--- config.mk ---
export PLATFORM = sky130hd
export DESIGN_NAME = adc_settings_port_flat
export DESIGN_NICKNAME = d
export VERILOG_FILES = /design/src/common/adc_link_pkg.sv /design/src/common/adc_link_if.sv /design/src/adc_settings_port.sv /design/src/flat_wrapper.sv
export SDC_FILE = /design/constraint.sdc
export NUM_CORES = 1
export LEC_CHECK = 0
export BUFFER_PORTS_ARGS = -buffer_cell sky130_fd_sc_hd__buf_4
export CELL_PAD_IN_SITES_DETAIL_PLACEMENT = 1
export CELL_PAD_IN_SITES_GLOBAL_PLACEMENT = 2
export CORE_MARGIN = 2
export CORE_UTILIZATION = 39
export DETAILED_ROUTE_END_ITERATION = 10
export HOLD_SLACK_MARGIN = 0.03
export PLACE_DENSITY_LB_ADDON = 0.1
export REMOVE_ABC_BUFFERS = 1
export SYNTH_ARGS = -nofsm -noshare
export SYNTH_HDL_FRONTEND = slang
export SYNTH_SLANG_ARGS = --single-unit
export TNS_END_PERCENT = 30
--- constraint.sdc ---
create_clock -name sys_clk_i -period 3.52 [get_ports sys_clk_i]
set_input_delay 0.176 -clock sys_clk_i [delete_from_list [all_inputs] [get_ports sys_clk_i]]
set_output_delay 0.176 -clock sys_clk_i [all_outputs]
set_load 0.005 [all_outputs]
--- src/common/adc_link_pkg.sv ---
/*
  package for the converter settings serial port: field layout, reset values,
  link timing constants and the status / control register map of the master end.
  assumes nothing of its surroundings.
*/
package adc_link_pkg;
  localparam int unsigned SYS_CLK_HZ = 250_000_000;
  // settings word layout
  localparam int unsigned WORD_W = 16;
  localparam int unsigned START_BIT = 15;
  localparam int unsigned INPUT_HI = 14;
  localparam int unsigned INPUT_LO = 12;
  localparam int unsigned GAIN_HI = 11;
  localparam int unsigned GAIN_LO = 9;
  localparam int unsigned MODE_BIT = 8;
  localparam int unsigned RATE_HI = 7;
  localparam int unsigned RATE_LO = 5;
  localparam int unsigned TEMP_BIT = 4;
  localparam int unsigned PULLUP_BIT = 3;
  localparam int unsigned QUAL_HI = 2;
  localparam int unsigned QUAL_LO = 1;
  localparam int unsigned RSVD_BIT = 0;
  localparam logic [1:0] QUAL_VALID = 2'h1;
  localparam logic [15:0] SETTINGS_RESET = 16'h058B;
  localparam logic [2:0] GAIN_RESET = 3'h2;
  localparam logic [2:0] RATE_RESET = 3'h4;
  localparam logic [2:0] GAIN_MIN_RANGE = 3'h5;
  // transfer length in link clock periods
  localparam int unsigned XFER_BITS = 32;
  // link idle timeout
  localparam int unsigned TIMEOUT_MS = 28;
  localparam longint unsigned TIMEOUT_CYC = longint'(TIMEOUT_MS) * SYS_CLK_HZ / 1000;
  // master end register map (byte addresses)
  localparam logic [3:0] ADDR_CTRL = 4'h0;
  localparam logic [3:0] ADDR_TXWORD = 4'h4;
  localparam logic [3:0] ADDR_RESULT = 4'h8;
  localparam logic [3:0] ADDR_ECHO = 4'hC;
  localparam logic [4:0] ADDR_STATUS = 5'h10;
  localparam logic [4:0] ADDR_MASK = 5'h14;
  localparam int unsigned CTRL_GO = 0;
  localparam int unsigned CTRL_HOLD = 1;
  localparam int unsigned CTRL_HOLD_LVL = 2;
  localparam int unsigned CTRL_SHORT = 3;
  localparam int unsigned EV_DONE = 0;
  localparam int unsigned EV_READY = 1;
  localparam int unsigned EV_W = 2;
  localparam logic [7:0] DEFAULT_HALF_DIV = 8'h08;
endpackage

--- src/common/adc_link_if.sv ---
/*
  the four-wire serial link between the converter port and its master.
  assumes the bench resolves the shared data-out pin from the enables.
*/
`timescale 1ns/1ns
`default_nettype none
interface adc_link_if;
  logic sclk;
  logic cs_n;
  logic din;
  logic dout_o;
  logic dout_oe_n;
  logic dout_pullup;
  logic dout_line;
  modport device (
    input sclk,
    input cs_n,
    input din,
    output dout_o,
    output dout_oe_n,
    output dout_pullup
  );
  modport host (
    output sclk,
    output cs_n,
    output din,
    input dout_line
  );
endinterface
`default_nettype wire

--- src/adc_settings_port.sv ---
/*
  device end: settings register of the converter behind a mode-1 serial port,
  with the shared data-out / ready pin. the port runs on sys_clk_i and samples
  the link pins through two flip-flops; conversion results come from the user side.
  // Function
  // - gain select in bits 11:9, reset 010
  // - bit 8 chooses continuous or single-shot
  // - bits 7:5 choose sample rate, reset 100
  // - bit 4 selects temperature sensor input
  // - bit 3 pullup on data pin when deselected
  // - store word only when qualifier equals 01
  // - master idles data line to skip update
  // - master writes bit 0 as one
  // - mode 1, serial clock rests low
  // - launch on rising, sample on falling edge
  // - clock low over 28 ms resets port
  // - master keeps clock gaps under 28 ms
  // - bit 15 starts one conversion, reads zero
  // - bits 14:12 select the input pair
  // - chip select fall shows ready state
  // - second half echoes word shifted in first
*/
`timescale 1ns/1ns
`default_nettype none
module adc_settings_port #(
  parameter longint unsigned TIMEOUT_CYC = adc_link_pkg::TIMEOUT_CYC
) (
  // clock and reset
  input wire logic sys_clk_i,
  input wire logic reset_n_i,
  // serial link
  adc_link_if.device link,
  // converter side
  input wire logic [15:0] result_i,
  input wire logic result_valid_i,
  input wire logic conv_busy_i,
  output logic [2:0] input_select_o,
  output logic [2:0] gain_select_o,
  output logic continuous_o,
  output logic [2:0] rate_select_o,
  output logic temp_sense_select_o,
  output logic [2:0] full_scale_code_o,
  output logic start_pulse_o,
  output logic timeout_o
);
  logic [1:0] sclk_sync_r, cs_sync_r, din_sync_r;
  logic sclk_d_r, cs_d_r;
  logic [15:0] settings_r;
  logic [15:0] shift_in_r, shift_out_r, echo_r, fresh_word_r;
  // the incoming word as it stands once its sixteenth bit arrives
  logic [15:0] word_in;
  logic [5:0] bit_cnt_r;
  logic fresh_r;
  logic dout_r;
  logic [31:0] idle_cnt_r;
  logic start_r;
  logic timeout_r;
  logic sclk_rise, sclk_fall, cs_fall, cs_low, din_s, expired;

  // no 3-state read of the pin: only the second stage is used
  // reset levels match the idle pins, so no false edge follows reset
  always_ff @(posedge sys_clk_i or negedge reset_n_i) begin
    if (!reset_n_i) begin
      sclk_sync_r <= 2'h0;
      cs_sync_r <= 2'h3;
      din_sync_r <= 2'h0;
      sclk_d_r <= 1'b0;
      cs_d_r <= 1'b1;
    end else begin
      sclk_sync_r <= {sclk_sync_r[0], link.sclk};
      cs_sync_r <= {cs_sync_r[0], link.cs_n};
      din_sync_r <= {din_sync_r[0], link.din};
      sclk_d_r <= sclk_sync_r[1];
      cs_d_r <= cs_sync_r[1];
    end
  end

  assign cs_low = !cs_sync_r[1];
  assign din_s = din_sync_r[1];
  assign word_in = {shift_in_r[14:0], din_s};
  assign sclk_rise = sclk_sync_r[1] && !sclk_d_r;
  assign sclk_fall = !sclk_sync_r[1] && sclk_d_r;
  assign expired = idle_cnt_r >= 32'(TIMEOUT_CYC);

  // idle counter runs while the clock rests low
  // counting only once a transfer has begun keeps a selected but idle port
  // from timing out; a live master may pause with the clock low
  always_ff @(posedge sys_clk_i or negedge reset_n_i) begin
    if (!reset_n_i) begin
      idle_cnt_r <= 32'h0;
      timeout_r <= 1'b0;
    end else begin
      timeout_r <= 1'b0;
      if (sclk_sync_r[1] || !cs_low || bit_cnt_r == 6'h0) begin
        idle_cnt_r <= 32'h0;
      end else if (expired) begin
        idle_cnt_r <= 32'h0;
        timeout_r <= 1'b1;
      end else begin
        idle_cnt_r <= idle_cnt_r + 32'h1;
      end
    end
  end

  // one-cycle select edge; a level test would keep forcing the ready
  // level over the first data bit until the first falling clock edge
  assign cs_fall = cs_d_r && cs_low;

  // shift engine; deselect or timeout rewinds it
  // the count saturates so a clock train longer than a full transfer
  // cannot wrap back into the word window and store a stray word
  always_ff @(posedge sys_clk_i or negedge reset_n_i) begin
    if (!reset_n_i) begin
      bit_cnt_r <= 6'h0;
      shift_in_r <= 16'h0;
      echo_r <= 16'h0;
    end else if (!cs_low || timeout_r) begin
      bit_cnt_r <= 6'h0;
    end else if (sclk_fall) begin
      shift_in_r <= word_in;
      bit_cnt_r <= (bit_cnt_r == 6'(adc_link_pkg::XFER_BITS)) ? bit_cnt_r : bit_cnt_r + 6'h1;
      if (bit_cnt_r == 6'(adc_link_pkg::WORD_W - 1)) begin
        echo_r <= {1'b0, word_in[adc_link_pkg::START_BIT - 1:0]};
      end
    end
  end

  // settings register
  always_ff @(posedge sys_clk_i or negedge reset_n_i) begin
    if (!reset_n_i) begin
      settings_r <= adc_link_pkg::SETTINGS_RESET;
      start_r <= 1'b0;
    end else begin
      start_r <= 1'b0;
      // only the first word of a transfer, after all sixteen bits
      // bits past the first word are ignored: the echo half never rewrites
      // a timeout in the same cycle wins, so a stale sixteenth fall is dropped
      if (cs_low && !timeout_r && sclk_fall && bit_cnt_r == 6'(adc_link_pkg::WORD_W - 1)
          && word_in[adc_link_pkg::QUAL_HI:adc_link_pkg::QUAL_LO]
          == adc_link_pkg::QUAL_VALID) begin
        // the start bit is never stored, so it reads back as zero
        settings_r <= {1'b0, word_in[adc_link_pkg::START_BIT - 1:adc_link_pkg::QUAL_LO],
          1'b1};
        // start acts on the mode already stored, not on the word arriving
        start_r <= word_in[adc_link_pkg::START_BIT] && settings_r[adc_link_pkg::MODE_BIT]
          && !conv_busy_i;
      end
    end
  end

  // result capture: a new result is latched at once, even mid-transfer
  always_ff @(posedge sys_clk_i or negedge reset_n_i) begin
    if (!reset_n_i) begin
      fresh_r <= 1'b0;
      fresh_word_r <= 16'h0;
    end else begin
      if (result_valid_i) begin
        fresh_word_r <= result_i;
        fresh_r <= 1'b1;
      end else if (cs_low && bit_cnt_r == 6'h0 && sclk_rise) begin
        fresh_r <= 1'b0;
      end
    end
  end

  // output shifter: launched on rising edges
  // the first rise copies the result, so one that lands mid-transfer
  // waits for the next select
  always_ff @(posedge sys_clk_i or negedge reset_n_i) begin
    if (!reset_n_i) begin
      shift_out_r <= 16'h0;
      dout_r <= 1'b1;
    end else if (!cs_low) begin
      dout_r <= !fresh_r;
    end else if (cs_fall && !sclk_rise) begin
      dout_r <= !fresh_r;
    end else if (sclk_rise) begin
      if (bit_cnt_r == 6'h0) begin
        dout_r <= fresh_word_r[15];
        shift_out_r <= {fresh_word_r[14:0], 1'b0};
      end else if (bit_cnt_r == 6'(adc_link_pkg::WORD_W)) begin
        dout_r <= echo_r[15];
        shift_out_r <= {echo_r[14:0], 1'b0};
      end else begin
        dout_r <= shift_out_r[15];
        shift_out_r <= {shift_out_r[14:0], 1'b0};
      end
    end
  end

  // every code at or above the smallest range saturates there
  function automatic logic [2:0] range_code(input logic [2:0] g);
    range_code = (g >= adc_link_pkg::GAIN_MIN_RANGE) ? adc_link_pkg::GAIN_MIN_RANGE : g;
  endfunction

  assign input_select_o = settings_r[adc_link_pkg::INPUT_HI:adc_link_pkg::INPUT_LO];
  assign gain_select_o = settings_r[adc_link_pkg::GAIN_HI:adc_link_pkg::GAIN_LO];
  assign full_scale_code_o = range_code(gain_select_o);
  assign continuous_o = !settings_r[adc_link_pkg::MODE_BIT];
  assign rate_select_o = settings_r[adc_link_pkg::RATE_HI:adc_link_pkg::RATE_LO];
  assign temp_sense_select_o = settings_r[adc_link_pkg::TEMP_BIT];
  assign start_pulse_o = start_r;
  assign timeout_o = timeout_r;
  // the pin is released only while deselected; the pullup keeps a shared
  // line from floating near mid-rail
  assign link.dout_o = dout_r;
  assign link.dout_oe_n = !cs_low;
  assign link.dout_pullup = !cs_low && settings_r[adc_link_pkg::PULLUP_BIT];
endmodule
`default_nettype wire

--- src/flat_wrapper.sv ---
// flat-port wrapper written by rule: the top's interface ports become plain ports
module adc_settings_port_flat 
#(
  parameter longint unsigned TIMEOUT_CYC = adc_link_pkg::TIMEOUT_CYC
)
  (sys_clk_i, reset_n_i, result_i, result_valid_i, conv_busy_i, input_select_o, gain_select_o, continuous_o, rate_select_o, temp_sense_select_o, full_scale_code_o, start_pulse_o, timeout_o, link_sclk, link_cs_n, link_din, link_dout_o, link_dout_oe_n, link_dout_pullup);
  adc_link_if link_i ();
  input wire logic sys_clk_i;
  input wire logic reset_n_i;
  input wire logic [15:0] result_i;
  input wire logic result_valid_i;
  input wire logic conv_busy_i;
  output logic [2:0] input_select_o;
  output logic [2:0] gain_select_o;
  output logic continuous_o;
  output logic [2:0] rate_select_o;
  output logic temp_sense_select_o;
  output logic [2:0] full_scale_code_o;
  output logic start_pulse_o;
  output logic timeout_o;
  input wire logic [$bits(link_i.sclk)-1:0] link_sclk;
  input wire logic [$bits(link_i.cs_n)-1:0] link_cs_n;
  input wire logic [$bits(link_i.din)-1:0] link_din;
  output wire logic [$bits(link_i.dout_o)-1:0] link_dout_o;
  output wire logic [$bits(link_i.dout_oe_n)-1:0] link_dout_oe_n;
  output wire logic [$bits(link_i.dout_pullup)-1:0] link_dout_pullup;
  assign link_i.sclk = link_sclk;
  assign link_i.cs_n = link_cs_n;
  assign link_i.din = link_din;
  assign link_dout_o = link_i.dout_o;
  assign link_dout_oe_n = link_i.dout_oe_n;
  assign link_dout_pullup = link_i.dout_pullup;
  adc_settings_port #(.TIMEOUT_CYC(TIMEOUT_CYC)) u_core (.sys_clk_i(sys_clk_i), .reset_n_i(reset_n_i), .link(link_i), .result_i(result_i), .result_valid_i(result_valid_i), .conv_busy_i(conv_busy_i), .input_select_o(input_select_o), .gain_select_o(gain_select_o), .continuous_o(continuous_o), .rate_select_o(rate_select_o), .temp_sense_select_o(temp_sense_select_o), .full_scale_code_o(full_scale_code_o), .start_pulse_o(start_pulse_o), .timeout_o(timeout_o));
endmodule
* Word-level counts from Yosys, hierarchy flattened
Index checks and enable logic that the tools add are counted.
** Storage, ports and cells
- Word-level logic and storage cells :: 78
- Flip-flop bits (word level) :: 126
** Cells by class
- Multiplexer cells :: 18
- Bitwise operators :: 3
- $lt $le $gt $ge :: 2
- Reduce and logical (&&, ||, !) cells :: 32
- Equality and inequality tests :: 5
- Add/sub/neg operators :: 2
** Operators with widths (number)
- $mux 32 :: 2
- $add 32x1->32 const B :: 1
- $ge 32x23->1 const B :: 1
- $mux 16 :: 2
- $mux 6 :: 3
- $logic_and 1x1->1 :: 13
- $mux 1 :: 10
- $logic_not 1->1 :: 8
- $add 6x1->6 const B :: 1
- $eq 6x4->1 const B :: 1
- $eq 6x5->1 const B :: 1
- $eq 6x6->1 const B :: 1
- $logic_not 6->1 :: 1
- $reduce_and 3->1 :: 2
- $reduce_and 2->1 :: 2
- $reduce_bool 2->1 :: 2
- $ge 3x3->1 const B :: 1
- $logic_or 1x1->1 :: 3
- $mux 3 :: 1
- $not 1->1 :: 3
- $reduce_bool 3->1 :: 1
- $eq 2x1->1 const B :: 1
- $ne 2x1->1 const B :: 1

* Longest topological paths before layout
- Word-level depth :: 6
- Gate-level depth with buffers :: 7
- Gate-level depth less buffers :: 6

* Least setup slack after synthesis
No wires, ideal clock.
- Path kind :: flip-flop to flip-flop
- Start point :: reg u_core.cs_sync_r[1]
- End point :: reg u_core.settings_r[11]
- Period minus slack after synthesis :: 2.210 ns
- Stages on the path, launching flop included :: 8
- Path slack :: 1.310 ns
- Arrival time :: 2.085 ns
- Path through :: dfstp_2 buf_6 nor4b_4 nand3_2 or3b_1 buf_2 buf_6 mux2_4
** Between the ends
- Word-level cells in the longest chain between the ends :: 5
** RTL lines
- start: declaration :: line adc_settings_port.sv:46 : logic [1:0] sclk_sync_r, cs_sync_r, din_sync_r;
- start signal: assignment :: line adc_settings_port.sv:71 : cs_sync_r <= {cs_sync_r[0], link.cs_n};
- $logic_not 1->1 :: line adc_settings_port.sv:78 : assign cs_low = !cs_sync_r[1];
- $logic_and 1x1->1 (3 in series) :: line adc_settings_port.sv:138 : if (cs_low && !timeout_r && sclk_fall && bit_cnt_r == 6'(adc_link_pkg::WORD_W - 1)
- $logic_and 1x1->1 :: line adc_settings_port.sv:139 : && word_in[adc_link_pkg::QUAL_HI:adc_link_pkg::QUAL_LO]
- end signal: assignment :: line adc_settings_port.sv:131 : settings_r <= adc_link_pkg::SETTINGS_RESET;
- end signal: assignment :: line adc_settings_port.sv:142 : settings_r <= {1'b0, word_in[adc_link_pkg::START_BIT - 1:adc_link_pkg::QUAL_LO],
- end: declaration :: line adc_settings_port.sv:48 : logic [15:0] settings_r;
No other way between the ends.
A chain may end at the register's enable or synchronous reset.

* Final worst setup path
- Start point :: reg u_core.timeout_r, in the netlist u_core.timeout_o
- End point :: reg u_core.settings_r[9]
** Between the ends
- Word-level cells in the longest chain between the ends :: 5
** RTL lines
- start: declaration :: line adc_settings_port.sv:57 : logic timeout_r;
- start signal: assignment :: line adc_settings_port.sv:91 : timeout_r <= 1'b0;
- start signal: assignment :: line adc_settings_port.sv:93 : timeout_r <= 1'b0;
- start signal: assignment :: line adc_settings_port.sv:98 : timeout_r <= 1'b1;
- $logic_not 1->1 :: line adc_settings_port.sv:138
- $logic_and 1x1->1 (3 in series) :: line adc_settings_port.sv:138
- $logic_and 1x1->1 :: line adc_settings_port.sv:139
No other way between the ends.

==> results by group <==
Floorplanning
  – Row cnt: 42
  – Core area: 13,300 um^2
  – Die Span Y: 120.9 um
  – IO Count: 42
  – Initial core utilization: 40.12%
  – Die width: 120.9 um
  – Die ar.: 14,630 um^2

Timing
  – Slew headroom: 45.00%
  – Fin Setup TNS: 0 ns
  – Final Cycle Share: 77.84%
  – Minimum clock period: 2.740 ns
  – Final setup violating endpoints: 0
  – Final Hold Fails: 0
  – WHS: about 0.17 ns
  – Clock Skews: 0.007873 ns
  – Least-Margin Pin Slew: roughly 0.82 ns
  – Fin. max-slew vios: 0
  – Unrepaired setup endpoints after global routing: no
  – Max Fclk: 365.0 MHz

Finish
  – Synth-to-Final Area Change: 23.81%
  – Design area: about 6600 um^2
  – Layout cells sized above 1: 28.40%
  – Diode count: 0
  – Layout Cells excl Fill: 690
  – Layout fillers: 1,347
  – Nets: 528
  – Multi-input logic area: 2057 um^2
  – Seq. cell area: about 3100 um^2

Logic synthesis
  – Yosys synthesis warning count: 0
  – Commonest cells in the netlist: dfrtp_1, mux2_2, o21ai_0
  – Post-synth EDFFs: 0
  – Cell area after synthesis: 5334 um^2
  – Yosys top cell area share: 53.95%
  – Seq/Total Area, Yosys: 57.89%
  – Library cells used by synthesis: 54
  – Main synth FF type: dfrtp_1
  – Top post-synthesis cells by area: dfrtp_1, mux2_2, dfstp_2
  – Post-synthesis area per instance: 12.07 um^2
  – Yosys reg bits: 123
  – Synth area leader: dfrtp_1
  – Most common cell in the synthesized netlist: dfrtp_1
  – Fraction of registers with async set/reset: 100.0%
  – Synth Instances: 442

Power
  – Sw frac: 22.19%
  – Reg power frac: 43.4%
  – Combinational share of power: 6.4%
  – Switch Pwr: a little over 0.8 mW
  – Pwr/cell area: 566.7 nW/um^2
  – Worst vdd ir: 345.8 uV
  – Power after layout: 3.742 mW
  – Pleak: 2.912 nW
  – Int Pwr: a little under 3 mW
  – Clock network fraction of total power: between 50% and 60%

Outcome
  – Status: completed

Placed design
  – Post-placement cell area: 5761 um^2
  – # port buffers: 41
  – Gpl congestion: 0.7097
  – Hpwl dp: 7685 um
  – Placed Cells: 637

Clocking
  – Clk sinks: 123
  – H-tree depth: 4
  – Clk Latency, worst-skew pair: 0.41 ns
  – CTS Buf Count: 17
  – CTS max path bufs: 2
  – CTS tree: yes
  – Clock-pin slew on the worst setup and hold paths: approximately 0.060 ns
  – CTS root buf: clkbuf_16

Min path
  – Worst Hold Depth: 2
  – Hold Startpoint: result_valid_i
  – HP Class: primary input to flip-flop
  – Min-Delay Endpoint: u_core.fresh_r

Setup path
  – CP arrival: 3.03 ns
  – Worst path cell trace: nor4b_4 -> buf_4 -> nand3_2 -> or3b_1 -> mux2_4
  – WP buf/inv: 1
  – Crit Reg-Reg Startpoint: u_core.timeout_o
  – CP top delay family: simple AND/OR/NAND/NOR gates
  – Crit end category: flip-flop
  – Worst setup path class: flip-flop to flip-flop
  – Reg2Reg Setup Slack: 0.78 ns
  – Crit start category: flip-flop
  – Worst Reg-to-Reg Cells: 5
  – Reg-to-Reg End: u_core.settings_r[9]
  – Critical path fanouts, max: 16
  – Slowest stage delay, CP: 0.83 ns
  – Worst path slowest cell: or3b_1
  – Worst Path Required: between 3 and 4 ns

Drt
  – DRC viols: 0
  – DR vias/cell: 5.164
  – Avg WL per Cell: roughly 17 um
  – DR pass1 iterations: 4
  – Via count: 3,563
  – Starting DRT DRC Count: 210
  – Post-DRT Antenna Nets: 0
  – Routed WL: 11,940 um

Job
  – Max_cap viols: 0

Global route
  – Vias in the first global route: 3,816
  – GR Util All Layers: 17.99%
  – First-pass GRT wire length: 20,200 um
  – Largest net degree at the start of global routing: 92
  – Initial antenna violation count: 0
  – Total grt overflow: 0
==> layout by cell type (no fill, tap or decap), types with 8 or more instances in the layout <==
| master | count |
|---|---|
| dfrtp_1 | 115 |
| o21ai_0 | 37 |
| dlygate4sd3_1 | 21 |
| nand3_1 | 9 |
| clkbuf_16 | 17 |
| nor2_1 | 12 |
| inv_1 | 10 |
| buf_4 | 45 |
| o22ai_1 | 12 |
| conb_1 | 9 |
| nand2_1 | 27 |
| nor3_1 | 17 |
| mux2_4 | 9 |
| or3_1 | 11 |
| mux2_2 | 49 |
| dfstp_2 | 8 |
| xnor2_1 | 10 |
| a211oi_1 | 10 |
==> layout make-up <==
cell class              instances  area share, %
flip-flops and latches        123          46.76
repair buffers                 67          8.602
clock inverters                11          2.918
inverters                      10         0.5684
clock buffers                  21          6.669
well taps                     176          3.335
multi-input cells             282          31.15
==> metrics by stage <==
stage	util, %	worst slack (ns)
finish	49.67	0.7800
global placement	43.33	0.8445
CTS	49.67	0.7452
global route	49.67	0.6199
detailed placement	43.33	0.7668
floorplan	-	0.7361
==> repair_timing <==
item                                   CTS  global route
hold buffers                            21             0
setup buffers                            0             0
gates resized for setup                  0             0
setup endpoints to repair                0             0
endpoints found under the hold margin   52             0
==> power by group through the flow <==
stage               clock network (mW)  logic, mW  registers [mW]
CTS                               1.93      0.246            1.62
detailed placement                   0      0.223            1.65
floorplan                            0      0.134            1.61
global route                      1.98      0.275            1.64
global placement                     0      0.216            1.64
finish                            1.88      0.240            1.62
==> routing by layer <==
metal  global-route usage [%]  part of all wire [%]  vias up
met2                    26.97                    47       36
met5                        0                     0        -
met3                    4.793                   2.6       11
met1                    25.10                    49     1823
li1                         -                     -     1693
met4                    6.468                   1.1        0
==> worst max-delay path by stage <==
stage,start,to,slack [ns],depth (start not counted)
2_1_floorplan,u_core.timeout_o,u_core.settings_r[11],0.74,4
3_3_place_gp,u_core.timeout_o,u_core.settings_r[12],0.84,5
3_5_place_dp,u_core.timeout_o,u_core.settings_r[12],0.77,5
4_1_cts,u_core.timeout_o,u_core.settings_r[12],0.75,5
5_1_grt,u_core.timeout_o,u_core.settings_r[12],0.62,5
6_report,u_core.timeout_o,u_core.settings_r[9],0.78,5
==> flip-flops by register name, indices dropped and copies added, names as in the netlist <==
name	flops
u_core.idle_cnt_r	32
u_core.timeout_o	1
u_core.bit_cnt_r	6
u_core.link.dout_o	1
u_core.echo_r	15
u_core.start_pulse_o	1
u_core.cs_d_r	1
u_core.fresh_word_r	16
u_core.sclk_d_r	1
u_core.sclk_sync_r	2
u_core.settings_r	12
u_core.shift_out_r	15
u_core.shift_in_r	15
u_core.din_sync_r	2
u_core.cs_sync_r	2
u_core.fresh_r	1
==> kinds of logic (layout without fill, tap and decap cells) <==
family | after synthesis | in the layout | synth area share, %
flip-flops | 123 | 123 | 57.89
multiplexers | 59 | 59 | 13.07
buffers and inverters | 45 | 109 | 4.105
XOR/XNOR | 16 | 16 | 2.627
other | 1 | 9 | 0.07031
AND/OR/NAND/NOR | 119 | 119 | 12.64
adder cells (fa/ha/maj) | 4 | 4 | 0.9383
AO/OA/AOI/OAI | 75 | 75 | 8.656
Power figures use the tool's default switching activity.
